===== src/hw/nalu_defs.vh =====
//
// Function
// - Nibble add with carry: A plus memory nibble plus carry, carry from result.
// - After nibble add with carry, carry skips a following immediate add, else suppresses skip.
// - Pair add with carry: wide accumulator plus any pair plus carry into accumulator.
// - Reverse pair add with carry: accumulator plus carry added into non-accumulator pair.
// - Nibble subtract: A minus memory nibble, skip on borrow, carry kept.
// - Pair subtract: accumulator minus any pair, skip on borrow, carry kept.
// - Reverse pair subtract: pair minus accumulator into pair, skip on borrow.
// - Nibble subtract with borrow: A minus memory minus carry, carry is borrow.
// - After nibble subtract with borrow, no borrow skips following immediate add.
// - Pair subtract with borrow into accumulator, carry is borrow.
// - Reverse pair subtract with borrow into non-accumulator pair, carry is borrow.
// - Immediate AND of any nibble value with A into A.
// - Memory AND of addressed nibble with A into A.
// - Pair AND with accumulator, into accumulator or reverse into the pair.
// - Immediate OR of any nibble value into A.
// - Memory OR of addressed nibble with A into A.
// - Pair OR with accumulator, into accumulator or reverse into the pair.
// - Immediate exclusive OR of any nibble value with A into A.
// - Memory exclusive OR of addressed nibble with A into A.
// - Pair exclusive OR with accumulator, into accumulator or reverse into pair.
// - Rotate A right one bit through carry.
// - Invert every bit of A in place.
// - Immediate add to A, skip on carry out, carry kept.
//
`ifndef NALU_DEFS_VH
`define NALU_DEFS_VH

// ****************************************
// Operation codes
// ****************************************
`define NALU_OP_NOP 5'h00
`define NALU_OP_ADD_WITH_CARRY_M 5'h01
`define NALU_OP_ADDS_I 5'h02
`define NALU_OP_ADD_WITH_CARRY_P 5'h03
`define NALU_OP_ADD_WITH_CARRY_RP 5'h04
`define NALU_OP_SUBTRACT_SKIP_ON_BORROW_M 5'h05
`define NALU_OP_SUBTRACT_SKIP_ON_BORROW_P 5'h06
`define NALU_OP_SUBTRACT_SKIP_ON_BORROW_RP 5'h07
`define NALU_OP_SUBTRACT_WITH_BORROW_M 5'h08
`define NALU_OP_SUBTRACT_WITH_BORROW_P 5'h09
`define NALU_OP_SUBTRACT_WITH_BORROW_RP 5'h0A
`define NALU_OP_AND_I 5'h0B
`define NALU_OP_AND_M 5'h0C
`define NALU_OP_AND_P 5'h0D
`define NALU_OP_AND_RP 5'h0E
`define NALU_OP_OR_I 5'h0F
`define NALU_OP_OR_M 5'h10
`define NALU_OP_OR_P 5'h11
`define NALU_OP_OR_RP 5'h12
`define NALU_OP_XOR_I 5'h13
`define NALU_OP_XOR_M 5'h14
`define NALU_OP_XOR_P 5'h15
`define NALU_OP_XOR_RP 5'h16
`define NALU_OP_ROTATE_RIGHT_THROUGH_CARRY 5'h17
`define NALU_OP_NOT 5'h18
`define NALU_OP_LOADP 5'h19
`define NALU_OP_LDCY 5'h1A

// ****************************************
// Function select of the arithmetic core
// ****************************************
`define NALU_FN_ADD 3'h0
`define NALU_FN_SUB 3'h1
`define NALU_FN_AND 3'h2
`define NALU_FN_OR 3'h3
`define NALU_FN_XOR 3'h4

// ****************************************
// Pair indices and field positions
// ****************************************
`define NALU_PAIR_ACC 3'h0
`define NALU_PAIR_PTR 3'h1
`define NALU_NIB_LO 3:0
`define NALU_NIB_HI 7:4
`define NALU_CY_WIDE 8
`define NALU_CY_NIB 4
`define NALU_A_LSB 0
`define NALU_A_MSB 3

// ****************************************
// Reset values and chain states
// ****************************************
`define NALU_PAIR_RST 8'h00
`define NALU_NIB_ZERO 4'h0
`define NALU_CY_RST 1'h0
`define NALU_CH_NONE 2'h0
`define NALU_CH_SKIP 2'h1
`define NALU_CH_SUPP 2'h2

`endif


===== src/hw/nalu_core.v =====
`timescale 1ns/1ns
`include "nalu_defs.vh"

module nalu_core (
	// Operands
	input wire [7:0] opa,
	input wire [7:0] opb,
	input wire cin,
	// Control
	input wire [2:0] fn,
	input wire wide,
	// Result
	output reg [7:0] res,
	output reg cout
);

reg [8:0] full;

always @* begin
	full = {1'h0, opa} + {1'h0, opb} + {8'h00, cin};
	case (fn)
	`NALU_FN_ADD: full = {1'h0, opa} + {1'h0, opb} + {8'h00, cin};
	`NALU_FN_SUB: full = {1'h0, opa} - {1'h0, opb} - {8'h00, cin};
	`NALU_FN_AND: full = {1'h0, opa & opb};
	`NALU_FN_OR: full = {1'h0, opa | opb};
	`NALU_FN_XOR: full = {1'h0, opa ^ opb};
	default: full = {1'h0, opa};
	endcase
	res = full[7:0];
	// Nibble operands arrive zero extended, so bit 4 is their carry
	cout = wide ? full[`NALU_CY_WIDE] : full[`NALU_CY_NIB];
end

endmodule // nalu_core


===== src/hw/nalu_top.v =====
`timescale 1ns/1ns
`include "nalu_defs.vh"

module nalu_top (
	// Clock and reset
	input wire mclk,
	input wire rst_n,
	// Operation from the decoder
	input wire op_valid,
	input wire [4:0] op_code,
	input wire [2:0] pair_sel,
	input wire [7:0] imm_data,
	// Nibble read at the memory pointer pair
	input wire [3:0] mem_nibble,
	// Results to the sequencer
	output reg done_r,
	output reg skip_req_r,
	output reg chain_skip_r,
	output reg illegal_r,
	output reg carry_flag_r,
	// Register pairs, pair n at bits 8n+7 to 8n
	output wire [63:0] pairs_flat
);

// ****************************************
// Decode helpers
// ****************************************
function is_rev;
	input [4:0] op;
	begin
		is_rev = (op == `NALU_OP_ADD_WITH_CARRY_RP) || (op == `NALU_OP_SUBTRACT_SKIP_ON_BORROW_RP) ||
			(op == `NALU_OP_SUBTRACT_WITH_BORROW_RP) || (op == `NALU_OP_AND_RP) ||
			(op == `NALU_OP_OR_RP) || (op == `NALU_OP_XOR_RP);
	end
endfunction

function is_pair;
	input [4:0] op;
	begin
		is_pair = (op == `NALU_OP_ADD_WITH_CARRY_P) || (op == `NALU_OP_SUBTRACT_SKIP_ON_BORROW_P) ||
			(op == `NALU_OP_SUBTRACT_WITH_BORROW_P) || (op == `NALU_OP_AND_P) ||
			(op == `NALU_OP_OR_P) || (op == `NALU_OP_XOR_P);
	end
endfunction

// ****************************************
// State
// ****************************************
reg [7:0] pair_r [0:7];
reg [1:0] chain_r;
reg [1:0] chain_nxt;
reg carry_nxt;
reg skip_nxt;
reg chain_skip_nxt;
reg illegal_nxt;
reg wr_en;
reg [2:0] wr_idx;
reg [7:0] wr_val;
reg [7:0] alu_a;
reg [7:0] alu_b;
reg alu_cin;
reg [2:0] alu_fn;
reg alu_wide;
wire [7:0] alu_res;
wire alu_cout;
wire [7:0] acc;
wire [7:0] sel_pair;
wire [3:0] acc_lo;

assign acc = pair_r[`NALU_PAIR_ACC];
assign sel_pair = pair_r[pair_sel];
assign acc_lo = acc[`NALU_NIB_LO];

genvar gi;
generate
	for (gi = 0; gi < 8; gi = gi + 1) begin : g_flat
		assign pairs_flat[gi * 8 + 7:gi * 8] = pair_r[gi];
	end
endgenerate

// ****************************************
// Arithmetic core
// ****************************************
nalu_core u_core (
	.opa(alu_a),
	.opb(alu_b),
	.cin(alu_cin),
	.fn(alu_fn),
	.wide(alu_wide),
	.res(alu_res),
	.cout(alu_cout)
);

// ****************************************
// Operand routing and effects
// ****************************************
always @* begin
	alu_a = {4'h0, acc_lo};
	alu_b = {4'h0, mem_nibble};
	alu_cin = 1'h0;
	alu_fn = `NALU_FN_ADD;
	alu_wide = 1'h0;
	wr_en = 1'h0;
	wr_idx = `NALU_PAIR_ACC;
	wr_val = acc;
	carry_nxt = carry_flag_r;
	skip_nxt = 1'h0;
	chain_skip_nxt = 1'h0;
	illegal_nxt = 1'h0;
	chain_nxt = `NALU_CH_NONE;
	// Wide forms: accumulator against the chosen pair
	if (is_pair(op_code)) begin
		alu_a = acc;
		alu_b = sel_pair;
		alu_wide = 1'h1;
	end
	// Reverse forms: chosen pair against the accumulator, result in the pair
	if (is_rev(op_code)) begin
		alu_a = sel_pair;
		alu_b = acc;
		alu_wide = 1'h1;
		wr_idx = pair_sel;
	end
	if (op_valid) begin
		case (op_code)
		`NALU_OP_NOP: begin
			wr_en = 1'h0;
		end
		`NALU_OP_ADD_WITH_CARRY_M: begin
			alu_cin = carry_flag_r;
			wr_en = 1'h1;
			wr_val = {acc[`NALU_NIB_HI], alu_res[`NALU_NIB_LO]};
			carry_nxt = alu_cout;
			chain_nxt = alu_cout ? `NALU_CH_SKIP : `NALU_CH_SUPP;
		end
		`NALU_OP_ADDS_I: begin
			alu_b = {4'h0, imm_data[`NALU_NIB_LO]};
			if (chain_r == `NALU_CH_SKIP) begin
				// Dropped by the preceding carry or borrow test
				chain_skip_nxt = 1'h1;
			end else begin
				wr_en = 1'h1;
				wr_val = {acc[`NALU_NIB_HI], alu_res[`NALU_NIB_LO]};
				skip_nxt = alu_cout && (chain_r != `NALU_CH_SUPP);
			end
		end
		`NALU_OP_ADD_WITH_CARRY_P: begin
			alu_cin = carry_flag_r;
			wr_en = 1'h1;
			wr_val = alu_res;
			carry_nxt = alu_cout;
		end
		`NALU_OP_ADD_WITH_CARRY_RP: begin
			alu_cin = carry_flag_r;
			wr_en = 1'h1;
			wr_val = alu_res;
			carry_nxt = alu_cout;
		end
		`NALU_OP_SUBTRACT_SKIP_ON_BORROW_M: begin
			alu_fn = `NALU_FN_SUB;
			wr_en = 1'h1;
			wr_val = {acc[`NALU_NIB_HI], alu_res[`NALU_NIB_LO]};
			skip_nxt = alu_cout;
		end
		`NALU_OP_SUBTRACT_SKIP_ON_BORROW_P: begin
			alu_fn = `NALU_FN_SUB;
			wr_en = 1'h1;
			wr_val = alu_res;
			skip_nxt = alu_cout;
		end
		`NALU_OP_SUBTRACT_SKIP_ON_BORROW_RP: begin
			alu_fn = `NALU_FN_SUB;
			wr_en = 1'h1;
			wr_val = alu_res;
			skip_nxt = alu_cout;
		end
		`NALU_OP_SUBTRACT_WITH_BORROW_M: begin
			alu_fn = `NALU_FN_SUB;
			alu_cin = carry_flag_r;
			wr_en = 1'h1;
			wr_val = {acc[`NALU_NIB_HI], alu_res[`NALU_NIB_LO]};
			carry_nxt = alu_cout;
			chain_nxt = alu_cout ? `NALU_CH_SUPP : `NALU_CH_SKIP;
		end
		`NALU_OP_SUBTRACT_WITH_BORROW_P: begin
			alu_fn = `NALU_FN_SUB;
			alu_cin = carry_flag_r;
			wr_en = 1'h1;
			wr_val = alu_res;
			carry_nxt = alu_cout;
		end
		`NALU_OP_SUBTRACT_WITH_BORROW_RP: begin
			alu_fn = `NALU_FN_SUB;
			alu_cin = carry_flag_r;
			wr_en = 1'h1;
			wr_val = alu_res;
			carry_nxt = alu_cout;
		end
		`NALU_OP_AND_I: begin
			alu_fn = `NALU_FN_AND;
			alu_b = {4'h0, imm_data[`NALU_NIB_LO]};
			wr_en = 1'h1;
			wr_val = {acc[`NALU_NIB_HI], alu_res[`NALU_NIB_LO]};
		end
		`NALU_OP_AND_M: begin
			alu_fn = `NALU_FN_AND;
			wr_en = 1'h1;
			wr_val = {acc[`NALU_NIB_HI], alu_res[`NALU_NIB_LO]};
		end
		`NALU_OP_AND_P, `NALU_OP_AND_RP: begin
			alu_fn = `NALU_FN_AND;
			wr_en = 1'h1;
			wr_val = alu_res;
		end
		`NALU_OP_OR_I: begin
			alu_fn = `NALU_FN_OR;
			alu_b = {4'h0, imm_data[`NALU_NIB_LO]};
			wr_en = 1'h1;
			wr_val = {acc[`NALU_NIB_HI], alu_res[`NALU_NIB_LO]};
		end
		`NALU_OP_OR_M: begin
			alu_fn = `NALU_FN_OR;
			wr_en = 1'h1;
			wr_val = {acc[`NALU_NIB_HI], alu_res[`NALU_NIB_LO]};
		end
		`NALU_OP_OR_P, `NALU_OP_OR_RP: begin
			alu_fn = `NALU_FN_OR;
			wr_en = 1'h1;
			wr_val = alu_res;
		end
		`NALU_OP_XOR_I: begin
			alu_fn = `NALU_FN_XOR;
			alu_b = {4'h0, imm_data[`NALU_NIB_LO]};
			wr_en = 1'h1;
			wr_val = {acc[`NALU_NIB_HI], alu_res[`NALU_NIB_LO]};
		end
		`NALU_OP_XOR_M: begin
			alu_fn = `NALU_FN_XOR;
			wr_en = 1'h1;
			wr_val = {acc[`NALU_NIB_HI], alu_res[`NALU_NIB_LO]};
		end
		`NALU_OP_XOR_P, `NALU_OP_XOR_RP: begin
			alu_fn = `NALU_FN_XOR;
			wr_en = 1'h1;
			wr_val = alu_res;
		end
		`NALU_OP_ROTATE_RIGHT_THROUGH_CARRY: begin
			wr_en = 1'h1;
			wr_val = {acc[`NALU_NIB_HI], carry_flag_r,
				acc_lo[`NALU_A_MSB:1]};
			carry_nxt = acc_lo[`NALU_A_LSB];
		end
		`NALU_OP_NOT: begin
			wr_en = 1'h1;
			wr_val = {acc[`NALU_NIB_HI], ~acc_lo};
		end
		`NALU_OP_LOADP: begin
			wr_en = 1'h1;
			wr_idx = pair_sel;
			wr_val = imm_data;
		end
		`NALU_OP_LDCY: begin
			carry_nxt = imm_data[0];
		end
		default: begin
			illegal_nxt = 1'h1;
		end
		endcase
		// Reverse forms may not name the accumulator pair
		if (is_rev(op_code) && (pair_sel == `NALU_PAIR_ACC)) begin
			wr_en = 1'h0;
			carry_nxt = carry_flag_r;
			skip_nxt = 1'h0;
			illegal_nxt = 1'h1;
		end
	end else begin
		// Chain remembered across idle cycles
		chain_nxt = chain_r;
	end
end

// ****************************************
// Registers
// ****************************************
integer i;

always @(posedge mclk) begin
	if (!rst_n) begin
		for (i = 0; i < 8; i = i + 1) begin
			pair_r[i] <= `NALU_PAIR_RST;
		end
		carry_flag_r <= `NALU_CY_RST;
		chain_r <= `NALU_CH_NONE;
		done_r <= 1'h0;
		skip_req_r <= 1'h0;
		chain_skip_r <= 1'h0;
		illegal_r <= 1'h0;
	end else begin
		if (wr_en) begin
			pair_r[wr_idx] <= wr_val;
		end
		carry_flag_r <= carry_nxt;
		chain_r <= chain_nxt;
		done_r <= op_valid;
		skip_req_r <= skip_nxt;
		chain_skip_r <= chain_skip_nxt;
		illegal_r <= illegal_nxt;
	end
end

endmodule // nalu_top


===== config.mk =====
export PLATFORM = sky130hd
export DESIGN_NAME = nalu_top
export DESIGN_NICKNAME = d
export VERILOG_FILES = /design/src/hw/nalu_core.v /design/src/hw/nalu_top.v
export VERILOG_INCLUDE_DIRS = /design/src /design/src/hw
export SDC_FILE = /design/constraint.sdc
export NUM_CORES = 1
export LEC_CHECK = 0
export ABC_AREA = 1
export BUFFER_PORTS_ARGS = -buffer_cell sky130_fd_sc_hd__buf_2
export CAP_MARGIN = 30
export CORE_MARGIN = 2
export CORE_UTILIZATION = 41
export CTS_BUF_LIST = sky130_fd_sc_hd__clkbuf_2
export CTS_CLUSTER_SIZE = 10
export DETAILED_ROUTE_END_ITERATION = 6
export GPL_TIMING_DRIVEN = 0
export PLACE_DENSITY = 0.72
export SYNTH_ARGS = -nofsm -noshare
export SYNTH_HDL_FRONTEND = slang
export SYNTH_HIERARCHICAL = 1
export SYNTH_SLANG_ARGS = --single-unit

===== constraint.sdc =====
create_clock -name mclk -period 8.9 [get_ports mclk]
set_input_delay 1.78 -clock mclk [delete_from_list [all_inputs] [get_ports mclk]]
set_output_delay 1.78 -clock mclk [all_outputs]
set_load 0.005 [all_outputs]

Yosys cells after proc, flatten, opt, wreduce, memory -nomap -nowiden
Memory sizes are Yosys's and may differ from the RTL's.
Index checks and enable logic that the tools add are counted.
{ "op_classes": {"addsub": 4, "n_eq_ne": 32, "muxes": 40, "bitwise": 7, "reduce_logical": 32} }
{ "op_table": {"columns": ["cell", "count"], "rows": [
  ["$mux W8", 8],
  ["$eq A5 B5 Y1 const B", 11],
  ["$pmux W8 S6", 1],
  ["$pmux W9 S5", 1],
  ["$eq A5 B4 Y1 const B", 8],
  ["$reduce_or A27 Y1", 1],
  ["$reduce_or A24 Y1", 1],
  ["$eq A5 B3 Y1 const B", 4],
  ["$mux W1", 17],
  ["$reduce_or A4 Y1", 4],
  ["$mux W3", 5],
  ["$pmux W3 S4", 1],
  ["$reduce_or A12 Y1", 1],
  ["$reduce_or A6 Y1", 2],
  ["$eq A5 B2 Y1 const B", 2],
  ["$logic_or A1 B1 Y1", 10],
  ["$add A8 B8 Y9", 1],
  ["$add A9 B1 Y9", 1],
  ["$reduce_or A9 Y1", 1],
  ["$sub A8 B8 Y9", 1],
  ["$sub A9 B1 Y9", 1],
  ["$and A8 B8 Y8", 1],
  ["$or A8 B8 Y8", 1],
  ["$reduce_or A8 Y1", 1],
  ["21 further kinds", 30]
]} }
{ "word_totals": {"register_bits": 7, "mem_bits_rw": 64, "output_inout_bits": 69, "word_cells": 122, "mem_count": 1} }
{ "mem_list": {"columns": ["name", "words", "width", "rd", "rd_clocked_by_memory_dff", "write_ports", "line", "source"], "rows": [
  ["pair_r", 8, 8, 9, 0, 8, "nalu_top.v:49", "reg [7:0] pair_r [0:7];"]
]} }

Longest topological paths before layout
Gate-level depths: netlist of run 1.
{ "logic_depth": {"depth_word": 17, "depth_mapped": 30} }

By module
The synthesis of run 1 kept the hierarchy.
{ "modules_own_cells": {"columns": ["mod", "n_inst", "cells_per_inst", "area_each_um2", "seq_area_each_um2"], "rows": [
  ["nalu_top", 1, 603, 4414.2, 2062.0],
  ["nalu_core", 1, 268, 1527.7, 0.0]
]} }

Least setup slack after synthesis of run 1
OpenSTA, ideal clock, no wires.
{ "synth_timing": {"path_kind": "input-to-reg", "from": "in op_code[2]", "to": "mem pair_r[1][2], data pin", "setup_ns": 0.142, "t_arrival_ns": 5.146, "slack_ns": 3.612, "stages": 22, "cell_sequence": "inv_1 nor2_1 nand3_1 nand3_1 nor2_2 inv_2 clkbuf_1 o21ai_0 fa_1 fa_1 or2_2 a21oi_1 nor3_1 o211ai_1 nand2_1 o21ai_0 nand2_1 nand2_1 nor2_1 nand2_1 nand2_1 nor2_1"} }
{ "synth_rtl": {"columns": ["element", "line", "source"], "rows": [
  ["start: declaration", "nalu_top.v:10", "input wire [4:0] op_code,"],
  ["end: declaration", "nalu_top.v:49", null]
]} }

==> out/summary.txt, run 1 <==
Total Routing Usage GR -> 24.37%
Pins Over Slew Limit -> 0
met3 GRT Util -> 3.050%
critical path endpoint category -> flip-flop
cts bufs inserted -> 9
iteration-0 DRC count of the detailed router -> 782
last weighted congestion value of the routability-driven placer -> 0.9757
Worst Clk Skew -> 0.05150 ns
number of search-and-repair iterations in the first detailed-routing pass -> 7
# clock sinks -> 71
Initial Utilization -> 42.31%
Crit. Startpoint -> op_code[3]
# DRC -> 0
Avg WL per Cell -> 16.91 um
number of cells on the worst reg-to-reg path -> 26
peak per-stage delay on the critical path -> 0.48 ns
start point of the worst hold path -> chain_r[0]
dominant cells by area after synthesis -> edfxtp_1 32%, nand2_1 14%, nor2_1 10%, inv_1 7.7%, ha_1 6.3%
routed wire length -> 19.58 mm
worst-skew pair later-pin latency -> 0.55 ns
post-CTS setup buffers -> 0
Seq. cell area -> 0.002062 mm2
most frequent cell on the critical path -> nand2_1
cts-stage hold buffer count -> 0
IO buf count -> 90
FF+latch count, synth -> 71
required arrival time at the worst endpoint -> 9.18 ns
row count -> 43
library cell contributing the largest single delay on the critical path -> fa_1
summed instance area of the synthesized netlist -> 0.005942 mm2
number of failing hold endpoints at the final stage -> 0
clock transition at the registers of the reported paths -> 0.19 ns
via count of the first global-routing pass -> 5717
area share of the largest cell type after synthesis -> 32.34%
Horiz. Die Dim -> 124.4 um
met2 usage -> 38.06%
min cycle time layout -> 6.095 ns
count of buffer and inverter cells on the critical path -> 4
filler instances -> 1479
end of the worst register-to-register path -> pair_r[3][3]
measured slew at the worst slew-check pin -> 0.9676 ns
Resize count post-CTS -> 0
count leader, synth -> nand2_1
area grow syn2layout -> 13.83%
busiest metal layer after global routing -> met2
data arrival time at the worst-slack endpoint -> 6.37 ns
area of the core -> 0.01404 mm2
most instantiated flip-flop cell in the synthesis netlist -> edfxtp_1
die height -> 124.4 um
total power divided by cell area -> 145.3 mW/mm2
maximum vdd ir drop -> 101.8 uV
cell family with most CP delay -> simple AND/OR/NAND/NOR gates
count of flip-flops with a built-in enable after synthesis -> 64
Slew HR -> 35.49%
sequential-to-total area share from yosys stat -> 34.70%
initial antenna violation count -> 1
flop-to-flop setup slack -> 4.40 ns
Unique masters post-synth -> 39
Synth async-reset ratio -> 0%
DR vias/cell -> 5.500
type of the tightest min-delay check -> reg2reg
top-level I/O count -> 92
Static Leakage -> 3.338 nW
Synth warnings -> 6
Post-Route Setup TNS -> 0 ns
classification of the worst setup path -> in2reg
end of the critical path -> pair_r[3][3]
number of max-capacitance violations reported -> 0
global route total overflow -> 0
unrepaired setup endpoints after global routing -> no
number of nets in the final layout -> 1029
beginning of the worst register-to-register path -> pair_r[0][0]
layout cell share with drive strength beyond 1 -> 15.15%
biggest area consumer among synthesized cells -> edfxtp_1
Crit path depth -> 28
Detail Placement HPWL -> 15.10 mm
instance count of the mapped netlist -> 871
first-pass GRT wire length -> 30.13 mm
Peak Freq -> 164.1 MHz
Multi-input gate area -> 0.003309 mm2
status -> completed
total via count in the routed design -> 6369
CTS max path bufs -> 2
maximum number of pins on one net before global-route repair -> 14
maximum level of the CTS H-tree -> 3
area of the die -> 0.01547 mm2
crit path launch type -> primary input
synthesized area per cell -> 6.822 um2
most common library cells after synthesis -> 217 x nand2_1, 159 x nor2_1, 122 x inv_1, 64 x edfxtp_1, 57 x o21ai_0
Mapped Nets -> 928
M1 GR Usage -> 34.36%
maximum fanout along the worst path -> 9
Clock Tree Root -> clkbuf_2
clock tree from TritonCTS -> built
Tcrit/Tclk final -> 68.48%
post-layout util -> 48.17%
final number of setup-violating endpoints -> 0
Post-DRT Antenna Nets -> 0
## metal layers
metal | share of wire [%] | wire [um]
met4 | 3.6 | 699
met3 | 9.3 | 1826
met2 | 45 | 8750
met5 | 0 | 0
met1 | 42 | 8304
## cells in the final DEF (no fill, tap or decap), types with 5 or more instances in the layout
cell type,n
nor3_1,11
clkbuf_2,10
nand4_2,5
a21oi_1,30
inv_1,122
nor2_1,159
edfxtp_1,64
nand2_1,217
inv_2,9
nor2_2,7
o21ai_0,57
nand3_2,6
nand4_1,17
clkbuf_1,13
ha_1,30
buf_2,93
o211ai_1,7
o22ai_1,12
nand3_1,56
dfxtp_1,7
## cell families after synthesis
kind of cell,after synthesis,share of synthesized area [%]
flops,71,34.70
compound gates,125,12.00
fa+ha+maj,34,7.665
simple gates,491,36.03
buf+inv,150,9.602
## final cells by class
class | count | area share, %
Inverter | 133 | 7.381
Tap cell | 180 | 3.330
Multi-Input combinational cell | 650 | 48.93
Clock inverter | 6 | 1.387
Sequential cell | 71 | 30.48
Antenna cell | 1 | 0.03700
Timing Repair Buffer | 90 | 6.659
Buffer | 17 | 1.054
Clock buffer | 10 | 0.7399
## registers in the layout, indices dropped and copies added, names as in the netlist
| name | flops |
|---|---|
| skip_req_r | 1 |
| illegal_r | 1 |
| done_r | 1 |
| chain_r | 2 |
| chain_skip_r | 1 |
| carry_flag_r | 1 |
| pair_r | 64 |
## worst register-to-register path, cell delays in order (launching register included)
cell and delay (ns):
edfxtp_1 0.54, inv_1 0.19, a21oi_1 0.18, o21ai_0 0.09, nand3_1 0.18, nand2_1 0.07, nand3_1 0.08, a21oi_1 0.05
a21oi_1 0.30, inv_1 0.14, fa_1 0.48, ha_1 0.33, nand2_1 0.05, nand2_1 0.15, nand2_1 0.06, nand2_1 0.05
o21bai_1 0.06, nor2_1 0.10, o221ai_1 0.20, nand2_1 0.12, o21ai_0 0.09, nand2_1 0.07, nand2_1 0.05, nor2_1 0.09
nand2_1 0.06, nand2_1 0.40, nor2_1 0.09
## through the flow
| stage | power (mW) | hold WS (ns) | instance area, um2 | setup slack (ns) | std cells |
|---|---|---|---|---|---|
| 2_1_floorplan | 0.6485 | 0.4898 | 5942 | 3.612 | 871 |
| 3_3_place_gp | 0.7565 | 0.5231 | 6618 | 2.294 | 1141 |
| 3_5_place_dp | 0.7605 | 0.5272 | 6618 | 2.338 | 1141 |
| 4_1_cts | 0.9781 | 0.5718 | 6761 | 2.912 | 1157 |
| 5_1_grt | 1.043 | 0.5837 | 6764 | 2.415 | 1158 |
| 6_report | 0.9829 | 0.5710 | 6764 | 2.805 | 1158 |
## how the worst min path moves through the flow
stage | cells past startpoint | endpoint | slack (ns)
after floorplan | 2 | chain_r[0] | 0.49
after global placement | 2 | chain_r[0] | 0.52
after detailed placement | 2 | chain_r[0] | 0.53
after CTS | 2 | chain_r[0] | 0.57
after global routing | 2 | chain_r[0] | 0.58
final | 2 | chain_r[0] | 0.57
## report_power, final
group | switching (mW) | leakage (nW) | internal (mW)
Clock | 0.127 | 0.0827 | 0.0960
Sequential | 0.0143 | 0.718 | 0.378
Combinational | 0.253 | 2.54 | 0.116
Note: power is estimated with default switching activity, not from simulation.
==> run 2: changes to the inputs <==
--- a/config.mk
+++ b/config.mk
@@ -15,7 +15,7 @@
 export CTS_CLUSTER_SIZE = 10
 export DETAILED_ROUTE_END_ITERATION = 6
 export GPL_TIMING_DRIVEN = 0
-export PLACE_DENSITY = 0.72
+export PLACE_DENSITY = 0.74
 export SYNTH_ARGS = -nofsm -noshare
 export SYNTH_HDL_FRONTEND = slang
 export SYNTH_HIERARCHICAL = 1
==> constraint.sdc (replaced) <==
create_clock -name mclk -period 5.4 [get_ports mclk]
set_input_delay 1.08 -clock mclk [delete_from_list [all_inputs] [get_ports mclk]]
set_output_delay 1.08 -clock mclk [all_outputs]
set_load 0.005 [all_outputs]
==> run 2 against run 1 <==
Against the previous run: worst setup slack worse by 2.5 ns; design area increased by 0.55%; wire length up 0.15%; utilization up 0.27 points; worst hold slack lost 0.00087 ns; clock skew down 0.0064 ns; clock power grew 79%; clock-buffer cell count unchanged; flip-flop and latch count unchanged; sequential share of layout area decreased by 0.17 points; critical path type unchanged; largest power group unchanged.
==> out/summary.txt, run 2 (synthesis results as in run 1) <==
clock transition at the registers of the reported paths -> 0.19 ns (about the same)
crit path launch type -> primary input
maximum number of pins on one net before global-route repair -> 13 (-1)
# clock sinks -> 71 (unchanged)
last weighted congestion value of the routability-driven placer -> 0.9916 (+1.6%)
top-level I/O count -> 92 (unchanged)
# DRC -> 0 (unchanged)
measured slew at the worst slew-check pin -> 0.9055 ns (-0.06214 ns)
filler instances -> 1433 (-3.1%)
data arrival time at the worst-slack endpoint -> 5.34 ns (-1.03 ns)
pre-CTS setup slack -> -0.4842 ns (-2.822 ns)
number of max-capacitance violations reported -> 0 (unchanged)
Initial Utilization -> 42.31% (unchanged)
type of the tightest min-delay check -> reg2reg
most frequent cells in the layout -> 214 x nand2_1, 156 x nor2_1, 122 x inv_1
area of all placed cells without fillers -> 0.006802 mm2 (+0.55%)
die height -> 124.4 um (unchanged)
number of search-and-repair iterations in the first detailed-routing pass -> 5 (-2)
flip-flop count of the largest register, all copies and words added -> 64 (unchanged)
via count of the first global-routing pass -> 5897 (+3.1%)
initial antenna violation count -> 0 (-1)
CTS max path bufs -> 2 (unchanged)
largest register by flop count -> pair_r
area grow syn2layout -> 14.47%
area post-placement -> 0.006618 mm2 (unchanged)
Slew HR -> 39.63% (+4.1 points)
Static Leakage -> 3.359 nW (+0.63%)
Worst Clk Skew -> 0.04508 ns (-0.006420 ns)
cts-stage hold buffer count -> 0 (unchanged)
row count -> 43 (unchanged)
maximum level of the CTS H-tree -> 3 (unchanged)
Horiz. Die Dim -> 124.4 um (unchanged)
min cycle time layout -> 5.077 ns
Power Total -> 1.658 mW (+69%)
routed wire length -> 19.61 mm (+0.15%)
classification of the worst setup path -> in2reg
Regs by FF count -> pair_r (64), chain_r (2)
commonest non-fill, non-tap cell in the layout -> nand2_1
total via count in the routed design -> 6379 (+0.16%)
Post-DRT Antenna Nets -> 0 (unchanged)
clock tree from TritonCTS -> built
layout cell share with drive strength beyond 1 -> 15.86% (+0.72 points)
critical path endpoint category -> flip-flop
area of the die -> 0.01547 mm2 (unchanged)
maximum fanout along the worst path -> 10 (+1)
DR vias/cell -> 5.513 (+0.24%)
required arrival time at the worst endpoint -> 5.66 ns (-3.52 ns)
status -> completed
Pins Over Slew Limit -> 0 (unchanged)
final number of setup-violating endpoints -> 0 (unchanged)
Avg WL per Cell -> 16.95 um (+0.24%)
IO buf count -> 90 (unchanged)
total power divided by cell area -> 243.8 mW/mm2 (+68%)
worst-skew pair later-pin latency -> 0.54 ns (about the same)
global route total overflow -> 0 (unchanged)
Tcrit/Tclk final -> 94.03%
cts bufs inserted -> 9 (unchanged)
number of nets in the final layout -> 1029 (unchanged)
Clock Tree Root -> clkbuf_2
total inserted antenna cells -> 0 (-1)
iteration-0 DRC count of the detailed router -> 780 (-0.26%)
maximum vdd ir drop -> 190.9 uV (+88%)
Total Routing Usage GR -> 24.92% (+0.55 points)
post-CTS setup buffers -> 0 (unchanged)
first-pass GRT wire length -> 31.04 mm (+3.0%)
area of the core -> 0.01404 mm2 (unchanged)
Detail Placement HPWL -> 15.10 mm (about the same)
Peak Freq -> 197.0 MHz
setup slack after layout -> 0.3226 ns (-2.482 ns)
number of failing hold endpoints at the final stage -> 0 (unchanged)
run 2: changes by cell type in the layout (fill, tap and decap cells not counted), moves of 2 or more:
cell,previous run,this run
nor2_1,159,156
o21ai_1,2,4
clkinv_4,2,0
nor2_2,7,9
nand2_1,217,214
nand2_2,1,4
o21ai_0,57,55
run 2: metrics by stage:
| step | hold WS, ns | TNS (ns) | std cells | utilization [%] |
|---|---|---|---|---|
| finish | 0.5701 | 0 | 1157 | 48.44 |
| global route | 0.5967 | -0.007945 | 1157 | 48.44 |
| CTS | 0.5682 | 0 | 1157 | 48.25 |
| detailed placement | 0.5273 | -15.05 | 1141 | 47.13 |
| global placement | 0.5043 | -16.27 | 1141 | 47.13 |
| floorplan | 0.4898 | 0 | 871 | - |
run 2: worst paths after layout:
kind                                    from            to  slack (ns)  cells after the start
worst max-delay path              op_code[0]  pair_r[2][0]        0.32                     23
worst min-delay path              chain_r[0]    chain_r[0]        0.57                      2
worst max register to register  pair_r[0][0]  pair_r[2][3]        1.00                     26
worst min register to register    chain_r[0]    chain_r[0]        0.57                      2
run 2: worst max-delay path: stages:
cell	delay, ns
buf_2	0.14
nand2_1	0.12
nor2_1	0.11
nand2_1	0.16
nand3_1	0.11
nor2_2	0.31
inv_2	0.20
clkbuf_2	0.23
o21ai_1	0.52
fa_1	0.53
ha_1	0.30
or2_2	0.10
a21oi_1	0.06
nor3_1	0.18
o211ai_1	0.20
nand2_1	0.10
o21ai_0	0.08
nand2_1	0.07
nand2_1	0.05
nor2_1	0.12
nand2_1	0.06
nand2_1	0.41
nor2_1	0.07
run 2: per-layer routing:
metal	routed length (um)	global-route usage (%)	share of wire, %	vias to the layer above
li1	-	-	-	3067
met1	8207	34.42	42	2901
met2	8870	40.15	45	360
met3	1795	3.823	9.2	51
met4	738	7.997	3.8	0
met5	0	0	0	-
run 2: layout make-up:
cell class / instances / area [um2] / area share (%)
Multi-Input combinational cell: 650 / 3334 / 49.03
Sequential cell: 71 / 2062 / 30.32
Inverter: 133 / 499.2 / 7.340
Timing Repair Buffer: 90 / 450.4 / 6.623
Tap cell: 180 / 225.2 / 3.311
Clock inverter: 6 / 107.6 / 1.582
Buffer: 17 / 72.57 / 1.067
Clock buffer: 10 / 50.05 / 0.7358
run 2: where the power goes:
part,internal (mW),switching (mW)
Sequential,0.622,0.0239
Clock,0.201,0.198
Combinational,0.192,0.420
Total,1.02,0.642
run 2: timing repair:
item / in CTS / in global routing
endpoints found under the hold margin: 0 / 0
resized for setup: 0 / 12
endpoints found under the setup margin: 0 / 52
